## config.mk

```make
export PLATFORM = sky130hd
export DESIGN_NAME = tpc_top
export DESIGN_NICKNAME = d
export VERILOG_FILES = /design/src/verilog/tpc_pkg.sv /design/src/verilog/tpc_ctrl_rx.sv /design/src/verilog/tpc_sync.sv /design/src/verilog/tpc_top.sv
export SDC_FILE = /design/constraint.sdc
export NUM_CORES = 1
export LEC_CHECK = 0
export BUFFER_PORTS_ARGS = -buffer_cell sky130_fd_sc_hd__buf_4
export CORE_MARGIN = 1.5
export CORE_UTILIZATION = 32
export CTS_CLUSTER_DIAMETER = 40
export DETAILED_ROUTE_END_ITERATION = 8
export PLACE_DENSITY_LB_ADDON = 0.2
export SYNTH_ARGS = -nofsm -noshare
export SYNTH_HDL_FRONTEND = slang
export SYNTH_SLANG_ARGS = --single-unit
```

## constraint.sdc

```tcl
create_clock -name i_clk -period 4.2 [get_ports i_clk]
set_clock_uncertainty 0.2 [all_clocks]
set_input_delay 0.42 -clock i_clk [delete_from_list [all_inputs] [get_ports i_clk]]
set_output_delay 0.42 -clock i_clk [all_outputs]
set_load 0.005 [all_outputs]
```

## src/verilog/tpc_pkg.sv

```systemverilog
// Constants of the touch converter power, pen and plate control block.
// Assumes a single 20 MHz system clock and a sampled serial shift clock.
package tpc_pkg;
  localparam int          CTRL_BITS   = 8;
  localparam int          START_POS   = 7;
  localparam int          CHAN_MSB    = 6;
  localparam int          CHAN_LSB    = 4;
  localparam int          RES_POS     = 3;
  localparam int          REF_POS     = 2;
  localparam int          PWR_MSB     = 1;
  localparam int          PWR_LSB     = 0;
  localparam logic [1:0]  PWR_SLEEP_ALERT = 2'h0;
  localparam logic [1:0]  PWR_SLEEP_QUIET = 2'h1;
  localparam logic [1:0]  PWR_UNUSED      = 2'h2;
  localparam logic [1:0]  PWR_ALWAYS_ON   = 2'h3;
  localparam logic [2:0]  CHAN_XPOS   = 3'h1;
  localparam logic [2:0]  CHAN_YPOS   = 3'h5;
  localparam logic [2:0]  CHAN_AUX_A  = 3'h2;
  localparam logic [2:0]  CHAN_AUX_B  = 3'h6;
  localparam logic [7:0]  CTRL_RESET  = 8'h01;
  localparam logic [3:0]  REG_CTRL    = 4'h0;
  localparam logic [3:0]  REG_STATUS  = 4'h1;
  localparam logic [3:0]  REG_IRQ_EN  = 4'h2;
  localparam logic [3:0]  REG_IRQ_CLR = 4'h3;
  localparam logic [3:0]  REG_STATE   = 4'h4;
  localparam int          EVT_BYTE    = 0;
  localparam int          EVT_TOUCH   = 1;
  localparam int          EVT_BADMODE = 2;
  localparam int          EVT_NUM     = 3;
  typedef enum logic [1:0] {
    TPC_IDLE  = 2'b00,
    TPC_SHIFT = 2'b01,
    TPC_DONE  = 2'b10
  } tpc_rx_state_t;
endpackage

```

## src/verilog/tpc_ctrl_rx.sv

```systemverilog
// Serial control byte receiver: hunts a start bit, shifts eight bits.
// Assumes the shift clock is already synchronised to i_clk.
`timescale 1ns/1ps
module tpc_ctrl_rx import tpc_pkg::*; (
  input  wire logic       i_clk,
  input  wire logic       i_sys_rst,
  input  wire logic       i_sel_n,
  input  wire logic       i_sclk,
  input  wire logic       i_sdin,
  output logic [7:0]      o_byte,
  output logic            o_byte_vld
);
  logic          sclk_d;
  logic [2:0]    cnt;
  logic [7:0]    shreg;
  tpc_rx_state_t state;
  wire           rise = i_sclk & ~sclk_d;

  always_ff @(posedge i_clk) begin
    if (i_sys_rst) sclk_d <= 1'b0;
    else           sclk_d <= i_sclk;
  end

  always_ff @(posedge i_clk) begin
    if (i_sys_rst) begin
      state      <= TPC_IDLE;
      cnt        <= 3'h0;
      shreg      <= 8'h00;
      o_byte     <= CTRL_RESET;
      o_byte_vld <= 1'b0;
    end else begin
      o_byte_vld <= 1'b0;
      if (i_sel_n) begin
        state <= TPC_IDLE;
      end else begin
        case (state)
          TPC_IDLE: begin
            // Input ignored until the first high bit
            if (rise && i_sdin) begin
              shreg <= 8'h01;
              cnt   <= 3'h1;
              state <= TPC_SHIFT;
            end
          end
          TPC_SHIFT: begin
            if (rise) begin
              shreg <= {shreg[6:0], i_sdin};
              cnt   <= cnt + 3'h1;
              if (cnt == 3'h7) begin
                o_byte     <= {shreg[6:0], i_sdin};
                o_byte_vld <= 1'b1;
                state      <= TPC_IDLE;
              end
            end
          end
          default: state <= TPC_IDLE;
        endcase
      end
    end
  end
endmodule

```

## src/verilog/tpc_sync.sv

```systemverilog
// Two-flop synchroniser for one level from outside the clock domain.
// Assumes the input may change at any time.
`timescale 1ns/1ps
module tpc_sync import tpc_pkg::*; (
  input  wire logic i_clk,
  input  wire logic i_sys_rst,
  input  wire logic i_async,
  output logic      o_sync
);
  logic meta;
  always_ff @(posedge i_clk) begin
    if (i_sys_rst) begin
      meta   <= 1'b0;
      o_sync <= 1'b0;
    end else begin
      meta   <= i_async;
      o_sync <= meta;
    end
  end
endmodule

```

## src/verilog/tpc_top.sv

```systemverilog
// Power-down, pen alert and plate switch control of a touch converter.
// Assumes pins arrive asynchronously; registers over a plain strobe port.
`timescale 1ns/1ps
module tpc_top import tpc_pkg::*; (
  input  wire logic       i_clk,
  input  wire logic       i_sys_rst,
  input  wire logic       i_sel_n,
  input  wire logic       i_serial_shift_clock,
  input  wire logic       i_sdin,
  input  wire logic       i_touch_sense_n,
  input  wire logic [3:0] i_addr,
  input  wire logic [7:0] i_wdata,
  input  wire logic       i_wr,
  input  wire logic       i_rd,
  output logic [7:0]      o_rdata,
  output logic            o_irq,
  output logic            o_touch_alert_n,
  output logic            o_touch_alert_oe_n,
  output logic            o_adc_powered,
  output logic            o_xplate_on,
  output logic            o_yplate_on,
  output logic            o_yneg_gnd,
  output logic            o_sense_on_xpos,
  output logic [1:0]      o_mux_sel,
  output logic            o_mux_valid,
  output logic            o_ref_external,
  output logic            o_res_8bit
);
  logic       sel_n_s;
  logic       sclk_s;
  logic       sdin_s;
  logic       touch_n_s;
  logic [7:0] rx_byte;
  logic       rx_vld;
  logic [7:0] ctrl;
  logic [EVT_NUM-1:0] status;
  logic [EVT_NUM-1:0] irq_en;
  logic [EVT_NUM-1:0] next_status;
  logic       alert_en;
  logic       touch_prev;
  logic [2:0] chan;
  logic [1:0] pwr;

  tpc_sync u_sync_sel (.i_clk(i_clk), .i_sys_rst(i_sys_rst), .i_async(i_sel_n), .o_sync(sel_n_s));
  tpc_sync u_sync_clk (.i_clk(i_clk), .i_sys_rst(i_sys_rst), .i_async(i_serial_shift_clock), .o_sync(sclk_s));
  tpc_sync u_sync_din (.i_clk(i_clk), .i_sys_rst(i_sys_rst), .i_async(i_sdin), .o_sync(sdin_s));
  tpc_sync u_sync_tch (.i_clk(i_clk), .i_sys_rst(i_sys_rst), .i_async(i_touch_sense_n), .o_sync(touch_n_s));

  tpc_ctrl_rx u_rx (
    .i_clk      (i_clk),
    .i_sys_rst  (i_sys_rst),
    .i_sel_n    (sel_n_s),
    .i_sclk     (sclk_s),
    .i_sdin     (sdin_s),
    .o_byte     (rx_byte),
    .o_byte_vld (rx_vld)
  );

  // Control byte holder: serial byte wins over a register write
  always_ff @(posedge i_clk) begin
    if (i_sys_rst)                       ctrl <= CTRL_RESET;
    else if (rx_vld)                     ctrl <= rx_byte;
    else if (i_wr && i_addr == REG_CTRL) ctrl <= i_wdata;
  end

  assign chan = ctrl[CHAN_MSB:CHAN_LSB];
  assign pwr  = ctrl[PWR_MSB:PWR_LSB];

  // Power mode decode
  always_ff @(posedge i_clk) begin
    if (i_sys_rst) begin
      alert_en      <= 1'b0;
      o_adc_powered <= 1'b0;
    end else begin
      case (pwr)
        PWR_SLEEP_ALERT: begin
          alert_en      <= 1'b1;
          o_adc_powered <= 1'b0;
        end
        PWR_SLEEP_QUIET: begin
          alert_en      <= 1'b0;
          o_adc_powered <= 1'b0;
        end
        PWR_ALWAYS_ON: begin
          alert_en      <= 1'b0;
          o_adc_powered <= 1'b1;
        end
        default: begin
          alert_en      <= 1'b0;
          o_adc_powered <= 1'b0;
        end
      endcase
    end
  end

  // Plate switches, mux and reference
  always_ff @(posedge i_clk) begin
    if (i_sys_rst) begin
      o_xplate_on     <= 1'b0;
      o_yplate_on     <= 1'b0;
      o_yneg_gnd      <= 1'b0;
      o_sense_on_xpos <= 1'b0;
      o_mux_sel       <= 2'h0;
      o_mux_valid     <= 1'b0;
      o_ref_external  <= 1'b0;
      o_res_8bit      <= 1'b0;
    end else begin
      o_xplate_on     <= (chan == CHAN_YPOS);
      o_yplate_on     <= (chan == CHAN_XPOS) || (pwr == PWR_SLEEP_ALERT);
      o_yneg_gnd      <= (pwr == PWR_SLEEP_ALERT);
      o_sense_on_xpos <= (pwr == PWR_SLEEP_ALERT);
      case (chan)
        CHAN_XPOS:  begin o_mux_sel <= 2'h0; o_mux_valid <= 1'b1; end
        CHAN_YPOS:  begin o_mux_sel <= 2'h1; o_mux_valid <= 1'b1; end
        CHAN_AUX_A: begin o_mux_sel <= 2'h2; o_mux_valid <= 1'b1; end
        CHAN_AUX_B: begin o_mux_sel <= 2'h3; o_mux_valid <= 1'b1; end
        default:    begin o_mux_sel <= 2'h0; o_mux_valid <= 1'b0; end
      endcase
      // Aux channels always use external reference
      o_ref_external  <= ctrl[REF_POS] || (chan == CHAN_AUX_A) || (chan == CHAN_AUX_B);
      o_res_8bit      <= ctrl[RES_POS];
    end
  end

  // Alert pin: open drain, driven low only on touch while enabled
  always_ff @(posedge i_clk) begin
    if (i_sys_rst) begin
      o_touch_alert_n    <= 1'b1;
      o_touch_alert_oe_n <= 1'b1;
    end else begin
      o_touch_alert_n    <= 1'b0;
      o_touch_alert_oe_n <= ~(alert_en && !touch_n_s);
    end
  end

  always_ff @(posedge i_clk) begin
    if (i_sys_rst) touch_prev <= 1'b0;
    else           touch_prev <= alert_en && !touch_n_s;
  end

  // Sticky events; set wins over clear
  always_comb begin
    next_status = status;
    if (i_wr && i_addr == REG_IRQ_CLR) next_status = status & ~i_wdata[EVT_NUM-1:0];
    if (rx_vld)                        next_status[EVT_BYTE] = 1'b1;
    if (alert_en && !touch_n_s && !touch_prev) next_status[EVT_TOUCH] = 1'b1;
    if (rx_vld && rx_byte[PWR_MSB:PWR_LSB] == PWR_UNUSED) next_status[EVT_BADMODE] = 1'b1;
  end

  always_ff @(posedge i_clk) begin
    if (i_sys_rst) status <= '0;
    else           status <= next_status;
  end

  always_ff @(posedge i_clk) begin
    if (i_sys_rst)                         irq_en <= '0;
    else if (i_wr && i_addr == REG_IRQ_EN) irq_en <= i_wdata[EVT_NUM-1:0];
  end

  assign o_irq = |(status & irq_en);

  always_ff @(posedge i_clk) begin
    if (i_sys_rst) begin
      o_rdata <= 8'h00;
    end else if (i_rd) begin
      case (i_addr)
        REG_CTRL:   o_rdata <= ctrl;
        REG_STATUS: o_rdata <= {5'h00, status};
        REG_IRQ_EN: o_rdata <= {5'h00, irq_en};
        REG_STATE:  o_rdata <= {4'h0, alert_en, o_adc_powered, o_xplate_on, o_yplate_on};
        default:    o_rdata <= 8'h00;
      endcase
    end else begin
      o_rdata <= 8'h00;
    end
  end

  a_mode00_alert: assert property (@(posedge i_clk) disable iff (i_sys_rst)
    (pwr == PWR_SLEEP_ALERT) |=> alert_en && !o_adc_powered)
    else $error("mode 00 alert not enabled");
  a_mode01_quiet: assert property (@(posedge i_clk) disable iff (i_sys_rst)
    (pwr == PWR_SLEEP_QUIET && chan != CHAN_XPOS) |=> !alert_en && !o_yplate_on)
    else $error("mode 01 wrong");
  a_mode11_power: assert property (@(posedge i_clk) disable iff (i_sys_rst)
    (pwr == PWR_ALWAYS_ON) |=> o_adc_powered && !alert_en)
    else $error("mode 11 wrong");
  a_mode10_off: assert property (@(posedge i_clk) disable iff (i_sys_rst)
    (pwr == PWR_UNUSED) |=> !alert_en)
    else $error("mode 10 alert on");
  a_byte_load: assert property (@(posedge i_clk) disable iff (i_sys_rst)
    rx_vld |=> ctrl == $past(rx_byte))
    else $error("byte not applied");
  a_plate_swap: assert property (@(posedge i_clk) disable iff (i_sys_rst)
    (chan == CHAN_YPOS) ##1 (chan == CHAN_YPOS) |-> o_xplate_on && o_mux_sel == 2'h1)
    else $error("Y+ plate drive wrong");
  a_ref_pick: assert property (@(posedge i_clk) disable iff (i_sys_rst)
    (ctrl[REF_POS] && chan == CHAN_XPOS) |=> o_ref_external)
    else $error("reference wrong");
  a_sense_path: assert property (@(posedge i_clk) disable iff (i_sys_rst)
    alert_en |-> ##[0:1] (o_yneg_gnd && o_sense_on_xpos))
    else $error("sense path off");
  a_aux_route: assert property (@(posedge i_clk) disable iff (i_sys_rst)
    (chan == CHAN_AUX_B) |=> o_mux_valid && o_mux_sel == 2'h3)
    else $error("aux b route wrong");
  a_res_follow: assert property (@(posedge i_clk) disable iff (i_sys_rst)
    ctrl[RES_POS] |=> o_res_8bit)
    else $error("resolution wrong");
  a_touch_alert: assert property (@(posedge i_clk) disable iff (i_sys_rst)
    (alert_en && !touch_n_s) ##1 alert_en |-> !o_touch_alert_oe_n)
    else $error("touch not signalled");
endmodule
```

==> results of run 1 <==
## worst max-delay path, stage by stage, from the launching register on
cell and delay (ps):
dfxtp_1 330, a222oi_1 370, inv_1 70, buf_4 140
## logic make-up (layout without fill, tap and decap cells)
family | after synthesis | in the layout
mux | 19 | 19
simple gates | 90 | 90
fa+ha+maj | 6 | 6
flops | 63 | 63
compound gates | 56 | 56
buf+inv | 22 | 61
## state kept, by name (all words and copies together) (netlist names), 2 cells and up
register / cells
irq_en: 3
u_rx.o_byte: 8
status: 3
o_mux_sel: 2
ctrl: 8
u_rx.cnt: 3
u_rx.shreg: 7
o_rdata: 8
## metal layers
metal	track usage, %	up-vias
met3	3.77	10
met4	6.64	0
li1	-	968
met1	17.1	855
met5	0	-
met2	20.2	40
## layout make-up
class / instances / area share [%]
clock buffer: 9 / 4.15
clock inverter: 5 / 0.921
inverter: 7 / 0.879
multi-input combinational: 171 / 37.6
sequential: 63 / 42.2
tap: 99 / 4.15
timing repair buffer: 40 / 10.1
## path summary, 6_finish.rpt
| kind | to | cells past startpoint | from | slack (ps) |
|---|---|---|---|---|
| worst max-delay path | o_irq | 3 | status[2] | 2340 |
| worst min-delay path | u_sync_din.meta | 2 | i_sdin | 100 |
| worst max register to register | u_rx.o_byte[0] | 3 | u_rx.state[0] | 2390 |
| worst min register to register | status[1] | 1 | touch_prev | 230 |
## where the power goes
group | total (uW) | switching (uW) | internal, uW
Sequential | 609 | 4.30 | 604
Clock | 424 | 222 | 203
Combinational | 57.0 | 30.4 | 26.6
## stage by stage
stage / utilization (%) / total power, uW / cells / cell area (um2)
after floorplan: - / 654 / 256 / 2490
after global placement: 38.5 / 679 / 380 / 2840
after detailed placement: 38.5 / 679 / 380 / 2840
after CTS: 40.5 / 1110 / 394 / 2990
after global routing: 40.5 / 1150 / 394 / 2990
final: 40.5 / 1090 / 394 / 2990
## cell usage after synthesis
| cell type | count | area [um2] |
|---|---|---|
| or3_1 | 1 | 6.26 |
| or2_2 | 2 | 12.5 |
| a41oi_1 | 1 | 8.76 |
| nand3b_1 | 2 | 15.0 |
| nor4_2 | 1 | 12.5 |
| and3_1 | 1 | 6.26 |
| a222oi_1 | 3 | 30.0 |
| nor3b_1 | 1 | 7.51 |
| or3b_1 | 1 | 8.76 |
| nand2_1 | 3 | 11.3 |
| nor4bb_1 | 1 | 10.0 |
| or3b_2 | 1 | 8.76 |
| o21bai_1 | 1 | 7.51 |
| nor3b_2 | 1 | 12.5 |
| maj3_2 | 1 | 11.3 |
| or4_1 | 1 | 7.51 |
| or4b_4 | 1 | 13.8 |
| nor2_1 | 20 | 75.1 |
| buf_2 | 5 | 25.0 |
| nor2b_1 | 17 | 106 |
| nand3_1 | 18 | 90.1 |
| buf_4 | 1 | 7.51 |
| mux2_2 | 9 | 101 |
| dfxtp_1 | 63 | 1260 |
| inv_1 | 7 | 26.3 |
| buf_6 | 1 | 11.3 |
| o21ai_0 | 21 | 105 |
| and2_1 | 6 | 37.5 |
| and3b_1 | 2 | 17.5 |
| a21oi_2 | 2 | 17.5 |
| a211o_1 | 1 | 8.76 |
| ha_1 | 5 | 62.6 |
| a211oi_1 | 1 | 7.51 |
| nor4b_1 | 2 | 17.5 |
| a22oi_1 | 1 | 7.51 |
| a41o_1 | 2 | 20.0 |
| a21oi_1 | 23 | 115 |
| clkbuf_1 | 5 | 18.8 |
| buf_1 | 3 | 11.3 |
| nand2b_1 | 4 | 25.0 |
| nor3_1 | 4 | 20.0 |
| mux2i_1 | 10 | 100 |
==> impl_metrics.csv, run 1 <==
group,metric,value,unit
synthesis,netlist_area,2490,um2
timing,tightestPinTransition,708,ps
floorplan,dieArea,8310,um2
drt,drc_errors,0,
floorplan,initial_utilization,33.7,%
timing,final.setup.worst_slack,2340,ps
drt,m1WireLength,2410,um
synthesis,synth.area.mux_share,8.10,%
critical_path,cp.arrival,1240,ps
critical_path,crit_type,"flip-flop to output pin",
clocking,clockBufferDepth,2,
floorplan,rows,31,
pwr,ir_drop,0.140,mV
timing,hold_slack,101,ps
drt,avgViaCountPerCell,4.75,
synthesis,synth-seq-cells,63,
drt,first_iter_violations,54,
drt,first_pass_iters,4,
synthesis,netlist_instances,256,
synthesis,synth-xor-area-share,0,%
flow_run,cap_violations,0,
floorplan,coreArea,7370,um2
clocking,insertion_delay,330,ps
drt,wire_per_inst,12.9,um
drt,drt_wl_total,5080,um
timing,setup_viol,0,
drt,met2WireLength,2330,um
finish,nFillCells,740,
synthesis,syn_nets,281,
critical_path,cp.required,3580,ps
clocking,cts_tree,"done",
global_route,antenna_found_initial,0,
clocking,cts_inserted_buffers,9,
timing,finalCriticalPeriod,1860,ps
synthesis,synth_compound_area_share,13.2,%
synthesis,synthSimpleGateAreaFrac,21.0,%
placed_design,dp_hpwl,3480,um
global_route,grt_usage,13.3,%
clocking,cts_setup_buffers,0,
floorplan,die_x,91.1,um
global_route,grt_max_degree,61,
drt,ant_nets,0,
finish,layout_common_cells,"dfxtp_1, buf_4, a21oi_1",
hold_path,hp-class,"input pin to flip-flop",
finish,area_growth,20.2,%
synthesis,yosys_warnings,0,
finish,diodes,0,
synthesis,ys_types,42,
timing,finalHoldViolCount,0,
clocking,path_clk_slew,60,ps
timing,fin_crit_sh,44.2,%
synthesis,synthAdderAreaFrac,2.97,%
synthesis,yosysSeqAreaShare,50.7,%
critical_path,cp-start-kind,"flip-flop",
drt,vias,1873,
pwr,power_density,365,nW/um2
clocking,htreeDepth,3,
synthesis,synth_top_family_by_area,"simple AND/OR/NAND/NOR gates",
finish,layout_commonest_cell,"dfxtp_1",
global_route,grt_overflow,0,
outcome,outcome,"finished, final reports clean",
clocking,root_buffer,"clkbuf_8",
global_route,grt_pass1_vias,1793,
placed_design,dp_slack,2360,ps
critical_path,cp-end-kind,"output pin",
clocking,cts-resized-gates,0,
placed_design,place.gp.congestion,0.779,
finish,regArea,1260,um2
synthesis,syn-mean-instance-area,9.71,um2
timing,drv_slew,0,
floorplan,die_h,91.1,um
placed_design,portBuffers,40,
timing,maxSlewHeadroom,52.7,%
timing,rsz0062_at_grt,"false",
global_route,grt_pass1_wl,8700,um
finish,post_route_cells_drive_above_1_share,24.4,%
clocking,clock_sinks,63,
timing,setup_tns,0,ps
finish,nets,317,
pwr,p_leak,0.00115,uW
drt,dr.max_layer_used,"met4",
floorplan,ioPinCount,41,
clocking,ctsHoldBuffers,0,
timing,timing.fmax,539,MHz
drt,routed-wl-met3,237,um
critical_path,critPathMaxFanout,3,
finish,multi_input_area,1120,um2
Power figures use the tool's default switching activity.
==> run 2: changes to the inputs <==
clock period = 1.9 ns   (was 4.2 ns; I/O delays follow)
==> run 2 against run 1 <==
Compared with the run above: utilization increased by 2.8 points; register-to-register slack got worse by 2300 ps; combinational power increased to 2.6 times the previous value; setup slack got worse by 2200 ps; sequential power increased by 120%; critical path depth increased by 2; first-iteration DRC count increased by 57%; sequential share of layout area decreased by 2.8 points; hold slack got worse by 80 ps; largest cell class unchanged; largest power group unchanged.
==> impl_metrics.csv, run 2 (synthesis gave the netlist of run 1 again) <==
group,metric,value,unit
outcome,outcome,"finished, final reports clean",
pwr,p_leak,0.00124,uW
timing,fin_crit_sh,93.5,%
clocking,cts_inserted_buffers,9,
placed_design,portBuffers,40,
timing,rsz0062_at_grt,"false",
global_route,grt_overflow,0,
drt,vias,1913,
timing,finalHoldViolCount,0,
clocking,path_clk_slew,80,ps
drt,avgViaCountPerCell,4.65,
placed_design,placed_area,2870,um2
drt,ant_nets,0,
critical_path,cp-start-kind,"flip-flop",
clocking,insertion_delay,330,ps
clocking,cts_setup_buffers,0,
drt,drt_wl_total,5010,um
clocking,cts_tree,"done",
critical_path,slowest_stage,"dfxtp_1",
placed_design,place.gp.congestion,0.777,
floorplan,initial_utilization,33.7,%
floorplan,ioPinCount,41,
drt,wire_per_inst,12.2,um
placed_design,dp_hpwl,3430,um
global_route,grt_pass1_vias,1777,
hold_path,hp-class,"input pin to flip-flop",
critical_path,crit_chain,"ha_1, ha_1, and3b_1, and3_1, a211o_1",
floorplan,dieArea,8310,um2
critical_path,slowest_delay,320,ps
timing,tightestPinTransition,582,ps
drt,first_iter_violations,85,
critical_path,path_common_cell,"ha_1",
critical_path,crit_type,"flip-flop to flip-flop",
clocking,htreeDepth,3,
timing,setup_viol,0,
timing,maxSlewHeadroom,61.0,%
finish,diodes,0,
critical_path,cp-end-kind,"flip-flop",
floorplan,rows,31,
finish,nFillCells,734,
global_route,grt_usage,13.0,%
pwr,ir_drop,0.499,mV
finish,top_regs,"ctrl x8, o_rdata x8, u_rx.o_byte x8",
hold_path,min_delay_path_depth,4,
critical_path,cp.arrival,1800,ps
pwr,power_density,868,nW/um2
global_route,grt_max_degree,41,
finish,nets,332,
clocking,cts-resized-gates,0,
drt,drc_errors,0,
global_route,antenna_found_initial,0,
finish,layout_commonest_cell,"dfxtp_1",
clocking,root_buffer,"clkbuf_8",
timing,finalCriticalPeriod,1780,ps
global_route,grt_pass1_wl,8530,um
clocking,clock_sinks,63,
clocking,clockBufferDepth,2,
critical_path,reg2reg_depth,5,
flow_run,cap_violations,0,
critical_path,critPathMaxFanout,9,
timing,drv_slew,0,
timing,setup_tns,0,ps
finish,layout_common_cells,"dfxtp_1, buf_4, a21oi_1",
finish,post_route_cells_drive_above_1_share,25.0,%
drt,first_pass_iters,4,
floorplan,die_x,91.1,um
finish,area_growth,28.6,%
timing,timing.fmax,563,MHz
finish,design_area,3200,um2
critical_path,cp.required,1920,ps
floorplan,die_h,91.1,um
floorplan,coreArea,7370,um2
[run 2: changes by cell type in the layout (fill, tap and decap cells not counted), sizes merged]
cell         delta
dlygate4sd3    +11
buf             +4
clkinv          -3
bufinv          +2
clkinvlp        +2
inv             +1
[run 2: cell type report]
cell class,instances,area (um2),share of cell area [%]
Multi-Input combinational cell,171,1120,35.2
Tap cell,99,124,3.87
Timing Repair Buffer,55,440,13.8
Inverter,7,26.3,0.822
Sequential cell,63,1260,39.5
Clock buffer,9,124,3.87
Clock inverter,7,96.3,3.01
[run 2: final timing paths]
kind	from	endpoint	slack, ps
min	i_wdata[5]	ctrl[5]	20
max reg2reg	u_rx.cnt[0]	u_rx.o_byte[0]	120
min reg2reg	touch_prev	status[1]	230
max	u_rx.cnt[0]	u_rx.o_byte[0]	120
[run 2: timing repair]
item                                   CTS  global route
hold buffers                            11             0
setup endpoints to repair                0             0
endpoints found under the hold margin   15             0
[run 2: critical path, delay by kind of cell, from the launching register on]
kind,cells,cell delay [ps]
flip-flops,1,320
AND/OR/NAND/NOR,2,470
adder cells (fa/ha/maj),2,410
AO/OA/AOI/OAI,1,260
[run 2: per-layer routing]
metal | GRT usage [%] | routed length (um) | vias to the layer above
met1 | 16.1 | 2390 | 866
met5 | 0 | 0 | -
met2 | 20.6 | 2300 | 44
met3 | 4.86 | 264 | 5
met4 | 4.30 | 60 | 0
li1 | - | - | 998
[run 2: where the power goes]
part,internal [uW],total [uW],switching [uW]
sequential,1340,1340,8.13
clock,740,1280,545
combinational,76.2,147,70.7
total,2150,2770,623
[run 2: through the flow]
| step | setup slack (ps) | cells | utilization [%] | hold WS, ps | power (uW) |
|---|---|---|---|---|---|
| after floorplan | 150 | 256 | - | 17.7 | 1450 |
| after global placement | 180 | 384 | 38.9 | 203 | 1510 |
| after detailed placement | 153 | 384 | 38.9 | 206 | 1500 |
| after CTS | 123 | 411 | 43.4 | 8.04 | 2800 |
| after global routing | 18.4 | 411 | 43.4 | 41.1 | 2890 |
| final | 123 | 411 | 43.4 | 21.7 | 2770 |
==> run 3: changes to the inputs <==
RECOVER_POWER = 50   (was default)
==> run 3 against run 2 <==
Compared with the run above: combinational power barely moved; total power about the same; wire length down 0.30%; register-to-register slack about the same; sequential power barely moved; hold slack barely moved; critical path type unchanged; critical endpoint unchanged; largest cell class unchanged.
==> impl_metrics.csv, run 3 (synthesis gave the netlist of run 1 again) <==
group,metric,value,unit
pwr,design_power_total,2770,uW
finish,area_growth,28.6,%
critical_path,cp.arrival,1800,ps
floorplan,rows,31,
global_route,grt_overflow,0,
global_route,grt_usage,13.0,%
finish,nets,332,
floorplan,die_x,91.1,um
finish,diodes,0,
finish,regArea,1260,um2
critical_path,cp-end-kind,"flip-flop",
finish,layout_common_cells,"dfxtp_1, buf_4, a21oi_1",
critical_path,critPathMaxFanout,9,
drt,met2WireLength,2290,um
global_route,antenna_found_initial,0,
drt,drc_errors,0,
timing,finalCriticalPeriod,1780,ps
drt,first_pass_iters,4,
clocking,clock_sinks,63,
timing,drv_slew,0,
clocking,cts_inserted_buffers,9,
pwr,p_leak,0.00122,uW
clocking,cts_tree,"done",
clocking,htreeDepth,3,
timing,setup_viol,0,
timing,rsz0062_at_grt,"false",
finish,layout_commonest_cell,"dfxtp_1",
drt,dr.max_layer_used,"met4",
timing,setup_tns,0,ps
drt,vias,1918,
flow_run,cap_violations,0,
global_route,grt_pass1_wl,8530,um
finish,multi_input_area,1120,um2
drt,ant_nets,0,
finish,nFillCells,734,
critical_path,cp.required,1920,ps
timing,fin_crit_sh,93.5,%
global_route,grt_max_degree,41,
finish,post_route_cells_drive_above_1_share,25.0,%
timing,maxSlewHeadroom,61.0,%
drt,first_iter_violations,80,
outcome,outcome,"finished, final reports clean",
clocking,clockBufferDepth,2,
floorplan,dieArea,8310,um2
clocking,insertion_delay,330,ps
hold_path,hp-class,"input pin to flip-flop",
drt,avgViaCountPerCell,4.67,
drt,routed-wl-met3,256,um
placed_design,place.gp.congestion,0.777,
clocking,cts_setup_buffers,0,
timing,tightestPinTransition,582,ps
global_route,grt_pass1_vias,1777,
critical_path,crit_type,"flip-flop to flip-flop",
clocking,root_buffer,"clkbuf_8",
timing,finalHoldViolCount,0,
floorplan,die_h,91.1,um
drt,drt_wl_total,5000,um
placed_design,portBuffers,40,
critical_path,cp-start-kind,"flip-flop",
placed_design,dp_hpwl,3430,um
drt,wire_per_inst,12.2,um
pwr,power_density,868,nW/um2
floorplan,coreArea,7370,um2
finish,top_regs,"ctrl x8, o_rdata x8, u_rx.o_byte x8",
drt,m1WireLength,2390,um
clocking,path_clk_slew,80,ps
floorplan,ioPinCount,41,
pwr,ir_drop,0.499,mV
placed_design,dp_slack,153,ps
timing,final.setup.worst_slack,123,ps
floorplan,initial_utilization,33.7,%
timing,timing.fmax,563,MHz
[run 3: cell types whose count changed in the layout (fill, tap and decap cells not counted)]
cell and change:
clkbuf_4 +20, and2_1 -2, buf_4 -20, and2_0 +2
[run 3: metal layers]
layer	track usage, %	vias up
met4	4.30	0
met1	16.1	871
met3	4.86	5
met2	20.6	44
li1	-	998
met5	0	-
[run 3: worst paths after layout]
| kind | from | to | cells past startpoint | slack (ps) |
|---|---|---|---|---|
| min reg2reg | touch_prev | status[1] | 1 | 230 |
| max reg2reg | u_rx.cnt[0] | u_rx.o_byte[0] | 5 | 120 |
| min | i_wdata[5] | ctrl[5] | 4 | 20 |
| max | u_rx.cnt[0] | u_rx.o_byte[0] | 5 | 120 |
[run 3: final cells by class]
class                           count  area share, %
Tap cell                           99           3.87
Clock inverter                      7           3.01
Sequential cell                    63           39.5
Multi-Input combinational cell    171           35.2
Inverter                            7          0.822
Timing Repair Buffer               55           13.8
Clock buffer                        9           3.87
[run 3: metrics by stage]
step	utilization, %	hold WS, ps	cells	cell area, um2
after global placement	38.9	203	384	2870
after floorplan	-	17.7	256	2490
final	43.4	21.6	411	3200
after CTS	43.4	8.04	411	3200
after detailed placement	38.9	206	384	2870
after global routing	43.4	41.1	411	3200
[run 3: power by group]
part           total (uW)  internal, uW  switching, uW
clock network        1280           740            544
logic                 147          75.9           70.7
registers            1340          1340           8.07
[run 3: what timing repair did]
item	in CTS	in global routing
endpoints found under the setup margin	0	0
hold buffers	11	0
endpoints found under the hold margin	15	0
resized for setup	0	0
[run 3: critical path: stages, from the launching register on]
cell,delay (ps)
dfxtp_1,320
ha_1,200
ha_1,210
and3b_1,270
and3_1,200
a211o_1,260
